`config.mk`:
```
export PLATFORM = sky130hd
export DESIGN_NAME = fopc_top
export DESIGN_NICKNAME = d
export VERILOG_FILES = /design/src/fopc_pkg.sv /design/src/fopc_op_timer.sv /design/src/fopc_top.sv
export VERILOG_INCLUDE_DIRS = /design/src /design/src/src
export SDC_FILE = /design/constraint.sdc
export NUM_CORES = 1
export LEC_CHECK = 0
export ABC_CLOCK_PERIOD_IN_PS = 3100
export BUFFER_PORTS_ARGS = -buffer_cell sky130_fd_sc_hd__buf_2
export CAP_MARGIN = 30
export CORE_MARGIN = 5
export CORE_UTILIZATION = 54
export DETAILED_ROUTE_END_ITERATION = 10
export GPL_ROUTABILITY_DRIVEN = 0
export PLACE_DENSITY = 0.82
export REMOVE_ABC_BUFFERS = 1
export SLEW_MARGIN = 15
export SYNTH_ARGS = -nofsm -noshare
export SYNTH_HDL_FRONTEND = slang
export SYNTH_SLANG_ARGS = --single-unit
```
`constraint.sdc`:
```
create_clock -name mclk -period 3.1 [get_ports mclk]
set_input_delay 0 -clock mclk [delete_from_list [all_inputs] [get_ports mclk]]
set_output_delay 0 -clock mclk [all_outputs]
set_load 0.1 [all_outputs]
```
`src/fopc_defines.svh`:
```
// constants of the flash operation control block: offsets, fields, timing
// assumes a 50 MHz mclk and a 32-bit plain register port
// Contract
// - a keyed control write starts the chosen cycle at the target location
// - a program cycle writes the word buffer contents to the target location
// - control low byte holds four operation bits, each starting its operation
// - control writes without key 0xA442 in bits 31:16 are ignored
// - the key field reads back as zero
// - commit bit makes pending protection value permanent; zero does nothing
// - commit bit reads one while commit runs, zero after; up to 50 us
// - whole array erase bit erases the main array; zero does nothing
// - whole array erase bit reads one until done; up to 250 ms
// - page erase bit erases the page at the target location
// - page erase bit reads one until done; up to 25 ms
// - program bit writes the word buffer at the target location
// - program bit reads one until done; up to 50 us
// - a raw event reaches the interrupt only when its mask bit is set
// - program done raw bit sets when a write or erase cycle completes
// - access violation raw bit sets on an access against protection
// - masked events are forwarded to the interrupt, unmasked only recorded
// - writing one to a masked bit clears it and its raw bit
`ifndef FOPC_DEFINES_SVH
`define FOPC_DEFINES_SVH

`define FOPC_ADDR_W 12
`define FOPC_OFF_TARGET 12'h000
`define FOPC_OFF_WORD 12'h004
`define FOPC_OFF_CTRL 12'h008
`define FOPC_OFF_RAW 12'h00C
`define FOPC_OFF_MASK 12'h010
`define FOPC_OFF_MCLR 12'h014

`define FOPC_LOC_W 13
`define FOPC_BLOCK_LSB 11
`define FOPC_KEY 16'hA442
`define FOPC_KEY_MSB 31
`define FOPC_KEY_LSB 16

`define FOPC_CTL_PROG 0
`define FOPC_CTL_PERASE 1
`define FOPC_CTL_WHOLE_ARRAY_ERASE 2
`define FOPC_CTL_COMMIT 3

`define FOPC_EV_ACCESS 0
`define FOPC_EV_PROG 1

`define FOPC_RESET_WORD 32'h0000_0000
`define FOPC_RESET_LOC 13'h0000
`define FOPC_RESET_EV 2'h0

`define FOPC_CLK_MHZ 50
`define FOPC_TICK_CYCLES (`FOPC_CLK_MHZ * 1)
`define FOPC_PROG_MAX_US 50
`define FOPC_COMMIT_MAX_US 50
`define FOPC_PERASE_MAX_MS 25
`define FOPC_WHOLE_ARRAY_ERASE_MAX_MS 250
`define FOPC_PERASE_MAX_US (`FOPC_PERASE_MAX_MS * 1000)
`define FOPC_WHOLE_ARRAY_ERASE_MAX_US (`FOPC_WHOLE_ARRAY_ERASE_MAX_MS * 1000)
`define FOPC_LIMIT_W 18

`endif

```
`src/fopc_pkg.sv`:
```
// types shared by the flash operation control block
// assumes nothing beyond the defines header
package fopc_pkg;
	typedef enum logic [1:0] {
		FOPC_OP_PROG,
		FOPC_OP_PERASE,
		FOPC_OP_WHOLE_ARRAY_ERASE,
		FOPC_OP_COMMIT
	} fopc_op_t;

	typedef enum logic {
		FOPC_IDLE,
		FOPC_BUSY
	} fopc_state_t;
endpackage : fopc_pkg

```
`src/fopc_op_timer.sv`:
```
// microsecond timeout counter bounding one flash operation
// assumes start is a one-cycle pulse and limit is stable with it
`include "fopc_defines.svh"
`timescale 1ns/1ps
module fopc_op_timer #(
	parameter int TICK_CYCLES = `FOPC_TICK_CYCLES,
	parameter int LIMIT_W = `FOPC_LIMIT_W
) (
	// clock and reset
	input wire logic mclk,
	input wire logic srst,
	// control
	input wire logic start,
	input wire logic stop,
	input wire logic [LIMIT_W-1:0] limit_us,
	// result
	output logic expired
);
	logic [15:0] pre_q;
	logic [LIMIT_W-1:0] left_q;
	logic run_q;
	logic tick;

	assign tick = (pre_q == 16'(TICK_CYCLES - 1));

	// prescaler restarts with each operation so the first tick is a full us
	always_ff @(posedge mclk) begin
		if (srst || start || tick)
			pre_q <= 16'h0000;
		else
			pre_q <= pre_q + 16'h0001;
	end

	always_ff @(posedge mclk) begin
		if (srst) begin
			run_q <= 1'b0;
			left_q <= '0;
			expired <= 1'b0;
		end else begin
			expired <= 1'b0;
			if (start) begin
				run_q <= 1'b1;
				left_q <= limit_us;
			end else if (stop) begin
				run_q <= 1'b0;
			end else if (run_q && tick) begin
				if (left_q <= LIMIT_W'(1)) begin
					run_q <= 1'b0;
					expired <= 1'b1;
				end
				left_q <= left_q - LIMIT_W'(1);
			end
		end
	end
endmodule : fopc_op_timer

```
`src/fopc_top.sv`:
```
// flash operation control: keyed start of program, erase, mass erase and
// protection commit, busy readback, raw and masked event status
// assumes the array answers each start with a done pulse; a missing answer
// is cut off at the documented maximum time
//
// Added by the designer: the strobed register port.
`include "fopc_defines.svh"
`timescale 1ns/1ps
module fopc_top
	import fopc_pkg::*;
#(
	parameter int P_TICK_CYCLES = `FOPC_TICK_CYCLES,
	parameter int P_PROG_MAX_US = `FOPC_PROG_MAX_US,
	parameter int P_COMMIT_MAX_US = `FOPC_COMMIT_MAX_US,
	parameter int P_PERASE_MAX_US = `FOPC_PERASE_MAX_US,
	parameter int P_WHOLE_ARRAY_ERASE_MAX_US = `FOPC_WHOLE_ARRAY_ERASE_MAX_US
) (
	// clock and reset
	input wire logic mclk,
	input wire logic srst,
	// register port
	input wire logic [`FOPC_ADDR_W-1:0] reg_addr,
	input wire logic [31:0] reg_wdata,
	input wire logic reg_wr,
	input wire logic reg_rd,
	output logic [31:0] reg_rdata,
	// flash array side
	output logic flash_start,
	output fopc_op_t flash_op,
	output logic [`FOPC_LOC_W-1:0] flash_loc,
	output logic [31:0] flash_wdata,
	output logic flash_commit_sel,
	input wire logic flash_done,
	// protection state and read-path violations
	input wire logic [7:0] program_protect_bits,
	input wire logic fetch_violation,
	// processor interrupt
	output logic flash_irq
);
	localparam int LW = `FOPC_LIMIT_W;

	fopc_state_t state_q;
	fopc_op_t op_q;
	logic [`FOPC_LOC_W-1:0] loc_q;
	logic [31:0] word_q;
	logic [1:0] mask_q;
	logic [1:0] raw_q;
	logic [1:0] raw_d;
	logic [3:0] busy_q;
	logic key_ok;
	logic ctl_wr;
	logic start_req;
	logic start_ok;
	logic start_blocked;
	fopc_op_t req_op;
	logic [LW-1:0] req_limit;
	logic op_end;
	logic timer_expired;
	logic [1:0] masked;

	// zero-extends a narrow field onto the 32-bit read bus
	function automatic logic [31:0] fopc_word(input logic [15:0] v);
		fopc_word = {16'h0000, v};
	endfunction : fopc_word

	// true when the 2 KB block holding loc may be programmed or erased
	function automatic logic fopc_prog_allowed(
		input logic [`FOPC_LOC_W-1:0] loc,
		input logic [7:0] prot
	);
		logic [2:0] blk;
		blk = 3'(loc[`FOPC_LOC_W-1:`FOPC_BLOCK_LSB]);
		fopc_prog_allowed = prot[blk];
	endfunction : fopc_prog_allowed

	// truncates a microsecond limit to the timer width
	function automatic logic [LW-1:0] fopc_limit(input int us);
		fopc_limit = LW'(us);
	endfunction : fopc_limit

	// key decode: any control write without the key leaves every bit alone
	assign key_ok = (reg_wdata[`FOPC_KEY_MSB:`FOPC_KEY_LSB] == `FOPC_KEY);
	assign ctl_wr = reg_wr && (reg_addr == `FOPC_OFF_CTRL) && key_ok;
	// only the low four bits start anything; bits 15:4 are dropped
	assign start_req = ctl_wr && (reg_wdata[3:0] != 4'h0);

	// several bits at once is undefined; lowest bit wins here
	always_comb begin
		req_op = FOPC_OP_PROG;
		req_limit = fopc_limit(P_PROG_MAX_US);
		if (reg_wdata[`FOPC_CTL_PROG]) begin
			req_op = FOPC_OP_PROG;
			req_limit = fopc_limit(P_PROG_MAX_US);
		end else if (reg_wdata[`FOPC_CTL_PERASE]) begin
			req_op = FOPC_OP_PERASE;
			req_limit = fopc_limit(P_PERASE_MAX_US);
		end else if (reg_wdata[`FOPC_CTL_WHOLE_ARRAY_ERASE]) begin
			req_op = FOPC_OP_WHOLE_ARRAY_ERASE;
			req_limit = fopc_limit(P_WHOLE_ARRAY_ERASE_MAX_US);
		end else begin
			req_op = FOPC_OP_COMMIT;
			req_limit = fopc_limit(P_COMMIT_MAX_US);
		end
	end

	// program and page erase into a protected block are refused outright
	always_comb begin
		start_blocked = 1'b0;
		if (req_op == FOPC_OP_PROG || req_op == FOPC_OP_PERASE)
			start_blocked = !fopc_prog_allowed(loc_q, program_protect_bits);
	end

	// a new start while one runs is ignored; no queueing
	assign start_ok = start_req && (state_q == FOPC_IDLE) && !start_blocked;
	assign op_end = (state_q == FOPC_BUSY) && (flash_done || timer_expired);

	fopc_op_timer #(
		.TICK_CYCLES(P_TICK_CYCLES),
		.LIMIT_W(LW)
	) u_timer (
		.mclk(mclk),
		.srst(srst),
		.start(start_ok),
		.stop(op_end),
		.limit_us(req_limit),
		.expired(timer_expired)
	);

	// target location register
	always_ff @(posedge mclk) begin
		if (srst)
			loc_q <= `FOPC_RESET_LOC;
		else if (reg_wr && reg_addr == `FOPC_OFF_TARGET)
			loc_q <= reg_wdata[`FOPC_LOC_W-1:0];
	end

	// word buffer register
	always_ff @(posedge mclk) begin
		if (srst)
			word_q <= `FOPC_RESET_WORD;
		else if (reg_wr && reg_addr == `FOPC_OFF_WORD)
			word_q <= reg_wdata;
	end

	// event mask register
	always_ff @(posedge mclk) begin
		if (srst)
			mask_q <= `FOPC_RESET_EV;
		else if (reg_wr && reg_addr == `FOPC_OFF_MASK)
			mask_q <= reg_wdata[1:0];
	end

	// operation sequencer
	always_ff @(posedge mclk) begin
		if (srst) begin
			state_q <= FOPC_IDLE;
			op_q <= FOPC_OP_PROG;
		end else begin
			case (state_q)
				FOPC_IDLE: begin
					if (start_ok) begin
						state_q <= FOPC_BUSY;
						op_q <= req_op;
					end
				end
				FOPC_BUSY: begin
					if (op_end)
						state_q <= FOPC_IDLE;
				end
				default: state_q <= FOPC_IDLE;
			endcase
		end
	end

	// busy bits: set by the start, dropped at completion; zero writes do
	// nothing because only a started operation touches them
	always_ff @(posedge mclk) begin
		if (srst) begin
			busy_q <= 4'h0;
		end else if (start_ok) begin
			busy_q <= 4'h0;
			busy_q[req_op] <= 1'b1;
		end else if (op_end) begin
			busy_q <= 4'h0;
		end
	end

	// array request: location, word and commit selection latched at start
	always_ff @(posedge mclk) begin
		if (srst) begin
			flash_start <= 1'b0;
			flash_op <= FOPC_OP_PROG;
			flash_loc <= `FOPC_RESET_LOC;
			flash_wdata <= `FOPC_RESET_WORD;
			flash_commit_sel <= 1'b0;
		end else begin
			flash_start <= start_ok;
			if (start_ok) begin
				flash_op <= req_op;
				flash_loc <= loc_q;
				flash_wdata <= word_q;
				flash_commit_sel <= loc_q[0];
			end
		end
	end

	// raw events: set beats clear in the same cycle
	always_comb begin
		raw_d = raw_q;
		if (reg_wr && reg_addr == `FOPC_OFF_MCLR)
			raw_d = raw_q & ~reg_wdata[1:0];
		if (op_end && op_q != FOPC_OP_COMMIT)
			raw_d[`FOPC_EV_PROG] = 1'b1;
		if (fetch_violation || (start_req && state_q == FOPC_IDLE &&
			start_blocked))
			raw_d[`FOPC_EV_ACCESS] = 1'b1;
	end

	always_ff @(posedge mclk) begin
		if (srst)
			raw_q <= `FOPC_RESET_EV;
		else
			raw_q <= raw_d;
	end

	assign masked = raw_q & mask_q;

	// interrupt moves in the same cycle as the raw bits, and one cycle after a mask write
	always_ff @(posedge mclk) begin
		if (srst)
			flash_irq <= 1'b0;
		else
			flash_irq <= |(raw_d & mask_q);
	end

	// read data stand one cycle after the strobe, zero otherwise
	always_ff @(posedge mclk) begin
		if (srst) begin
			reg_rdata <= 32'h0000_0000;
		end else if (reg_rd) begin
			case (reg_addr)
				`FOPC_OFF_TARGET: reg_rdata <= fopc_word(16'(loc_q));
				`FOPC_OFF_WORD: reg_rdata <= word_q;
				`FOPC_OFF_CTRL: reg_rdata <= fopc_word({12'h000, busy_q});
				`FOPC_OFF_RAW: reg_rdata <= fopc_word({14'h0000, raw_q});
				`FOPC_OFF_MASK: reg_rdata <= fopc_word({14'h0000, mask_q});
				`FOPC_OFF_MCLR: reg_rdata <= fopc_word({14'h0000, masked});
				default: reg_rdata <= 32'h0000_0000;
			endcase
		end else begin
			reg_rdata <= 32'h0000_0000;
		end
	end
endmodule : fopc_top

```
==> summary by stage <==
Status
The flow ran to the end, and the final reports show no timing, DRC or antenna violations.

Power
The highest ir drop seen on vdd is 0.3271 mV. For this design the total switching power over the nets is roughly 0.95 mW. The internal power summed over all cells is 3.424 mW. The clock network is responsible for 45.5% of the overall power. The leakage power is 3.213 nW. The power density over the cells is 527.6 mW/mm2. The switching share of power is 21.79%. The fraction of power consumed by combinational cells is approximately 3.5%.

Registers are responsible for 51.0% of the overall power.

Drt
The wire length per cell after detailed routing is 15.25 um. The number of vias after detailed routing is around 6,000. Once detail routing completed, the nets flagged for antenna violations numbered 0.

The first routing iteration left 623 violations. The remaining design rule violation count is 0. The number of vias per cell is 5.432. The number of iterations in the first detailed-routing pass is 5. After detailed routing, the total wire length is roughly 17,000 um.

STA
Setup slack closes at approximately 560 ps. The summed negative setup slack over all endpoints is 0 ps. The worst pin sits at a relative slew slack of roughly 47%. The share of the clock period used by the worst path after layout is about four fifths.

The highest achievable clock rate is 0.3943 GHz. The actual slew at the worst max-slew pin is 800.7 ps. The final-report max-slew violation count is 0. The count of endpoints failing setup in the final report is 0.

The setup clock skew after layout is 4.687 ps. For the finished layout, the period the worst path requires is ~2500 ps. The final hold violation count came to 0. Setup repair after global routing left no endpoint under its margin.

Synthesis
Of all cell types, the one taking the most synthesized area is sky130_fd_sc_hd__dfxtp_1. By area the synthesized netlist is led by sky130_fd_sc_hd__dfxtp_1 (52%), sky130_fd_sc_hd__nand2_1 (11%), sky130_fd_sc_hd__a21oi_1 (8.7%), sky130_fd_sc_hd__nor2_1 (3.2%), sky130_fd_sc_hd__clkbuf_1 (2.5%). Each instance of the synthesized netlist takes up on average 8.337 um2. In this run, distinct cell masters in the synthesized netlist total 46. The prevailing post-synth register cell is sky130_fd_sc_hd__dfxtp_1. The synthesized design devotes to its leading area cell type 52.45% of total area. Synthesis produced a netlist whose cell count is 792. The part of the Yosys area used for sequential elements is 52.45%.

In the synthesized netlist the async set-or-reset flop fraction comes to 0%. The count of warnings emitted by yosys is 0. The synthesis-stage register bit count is 173. By count the netlist is led by sky130_fd_sc_hd__nand2_1 (201), sky130_fd_sc_hd__dfxtp_1 (173), sky130_fd_sc_hd__a21oi_1 (115). By instance count, the leading cell after synthesis is sky130_fd_sc_hd__nand2_1. The mapped cell area is 0.006603 mm2. The synthesized design contains 0 enable-type register cells.

Final layout
The number of fillers in the final layout is 906. In the final layout, the multi-input gates occupy about 0.0029 mm2. The post-route netlist has 19.87% of its cells at a drive strength greater than 1.

The net count of the finished layout is between 1,000 and 1,500. From synthesis to final layout, the design area changed by 25.68%. The sequential cells in the finished layout cover a total of 0.003463 mm2.

Clocking
The clock transition time at the flip-flop clock pins of the worst setup and hold paths is 60 ps. The count of cells resized by post-cts repair is 0. The maximum root-to-sink buffer count is 2. The number of H-tree levels is 4. The root buffer selected by CTS is sky130_fd_sc_hd__clkbuf_16.

The number of sinks driven by the clock tree is 173. TritonCTS built the clock tree. The CTS buffer count is 17. The worst-skew pair later-pin latency is 420 ps.

Place
The pre-CTS setup slack is 672.4 ps. In this run the tool buffered the top-level ports with 135 buffer cells. The detailed placement HPWL is 10,740 um.

Setup path
Data arrives at the worst endpoint at 2800 ps. The worst setup path is captured at a flop. The maximum fanout along the worst path is 32.

The worst setup path is of the input pin to flop kind. The critical path goes through dlygate4sd3_1 -> buf_2 -> or4b_1 -> or4_4 -> or4_2 -> buf_4 -> nand2_1 -> a21oi_1. For the worst flop-to-flop path, the logic depth is 5. The startpoint of the most critical register-to-register path is u_timer.left_q[2].

The critical path starts at reg_wdata[16]. The largest single stage delay on the critical path is 640 ps. The startpoint kind of the worst setup timing path is an input pin. For this design, the slowest cell found on the critical path is sky130_fd_sc_hd__or4_2. For the worst setup path, the data required time is 3360 ps. In this run the critical register-to-register path is captured at u_timer.left_q[17]. The worst register-to-register path has a setup slack of 660 ps.

GRT
The first-pass GRT wire length is 27,270 um. The pin count of the biggest net entering global routing is 79. The via count of the first global-routing pass is 5,668.

The aggregate global routing overflow is 0. The number of antenna violations at the first check in global routing was 1. The global-route total usage across every layer is 23.39%.

Die
The starting utilization of the core area is approximately 55%. The die is 120.6 um wide. Measured along the y axis, the die boundary spans between 100 and 150 um. The number of top-level pins is 140.

The floorplan die area is ~0.015 mm2. The core region is 0.01201 mm2. The initialized floorplan defines 40 standard-cell rows.

Hold path
The hold path startpoint is srst. The endpoint of the worst hold path is flash_start. The number of stages on the worst hold path is 2. The worst min-delay path class is input pin to flop.

Job
The max-capacitance violation count is 0.
[how the worst max path moves through the flow]
stage                                   end  slack [ps]  depth (start not counted)
after floorplan                   word_q[0]        -280                          5
after global placement    u_timer.left_q[7]         680                          7
after detailed placement  u_timer.left_q[7]         670                          7
after CTS                 u_timer.left_q[7]         580                          8
after global routing      u_timer.left_q[7]         460                          8
final                       flash_wdata[10]         560                          8
[routing by layer]
metal / up-vias / share of wire, % / GRT usage, %
li1: 2978 / - / -
met1: 2780 / 42 / 28.71
met2: 203 / 49 / 39.19
met3: 36 / 6.1 / 5.472
met4: 0 / 2.6 / 10.34
met5: - / 0 / 0
[critical path, delay by kind of cell]
family,cells,cell delay (ps)
buffers and inverters,3,960
AND/OR/NAND/NOR,4,1740
AO/OA/AOI/OAI,1,80
[cells by family after synthesis]
logic type | synth area share [%]
and+or+nand+nor | 26.27
xor gates and xnor gates | 3.714
muxes | 0.6443
AOI/OAI and AO/OA | 12.41
buffers and inverters | 3.752
adders and majority gates | 0.7580
DFF | 52.45
[state kept, by name, indices dropped and copies added (netlist names), 4 cells and up]
signal	flops
u_timer.pre_q	16
loc_q	13
reg_rdata	32
word_q	32
u_timer.left_q	18
flash_loc	13
busy_q	4
flash_wdata	32
[power groups by stage]
stage	Sequential (mW)	Clock (mW)	Combinational [mW]
after floorplan	2.28	0	0.0328
after detailed placement	2.28	0	0.116
after CTS	2.23	2.02	0.152
final	2.23	1.99	0.155
after global routing	2.23	2.11	0.170
after global placement	2.28	0	0.115
[stage by stage]
step           util [%]  hold slack (ps)  cells  area (um2)  power, mW
3_5_place_dp      61.46            257.9   1036        7382      2.397
2_1_floorplan         -            69.07    740        6389      2.313
3_3_place_gp      61.46            254.7   1036        7382      2.396
4_1_cts           69.06            110.7   1103        8295      4.402
6_report          69.08            119.1   1104        8298      4.378
5_1_grt           69.08            160.5   1104        8298      4.512
[what timing repair did]
item / in CTS / in global routing
setup buffers: 0 / 0
endpoints found under the hold margin: 54 / 0
hold buffers: 35 / 0
[cell usage in the layout, fill, tap and decap left out, types with 7 or more instances in the layout]
cell                            synthesis  layout
sky130_fd_sc_hd__nand2b_1               7       7
sky130_fd_sc_hd__buf_4                  1      14
sky130_fd_sc_hd__nor3_1                 9       9
sky130_fd_sc_hd__buf_2                  6     134
sky130_fd_sc_hd__clkbuf_16              0      17
sky130_fd_sc_hd__a22oi_1               11      11
sky130_fd_sc_hd__inv_1                  9       9
sky130_fd_sc_hd__dlygate4sd3_1          0      35
sky130_fd_sc_hd__xnor2_1               17      17
sky130_fd_sc_hd__nor2_1                57      57
sky130_fd_sc_hd__a21oi_1              115     115
sky130_fd_sc_hd__nand3_1               15      15
sky130_fd_sc_hd__nand2_1              201     201
sky130_fd_sc_hd__nand4_1               10      10
sky130_fd_sc_hd__dfxtp_1              173     173
sky130_fd_sc_hd__or3_1                 10      10
sky130_fd_sc_hd__xor2_1                11      11
sky130_fd_sc_hd__nor4_1                15      13
sky130_fd_sc_hd__and2_1                21      21
[layout make-up]
cell class / count / area share [%]
timing repair buffer: 184 / 13.81
sequential: 173 / 41.74
multi-input combinational: 558 / 35.01
inverter: 9 / 0.4071
clock buffer: 19 / 5.338
clock inverter: 13 / 1.448
antenna: 1 / 0.03016
tap: 147 / 2.217
No activity file was read; power rests on OpenSTA's default activity.
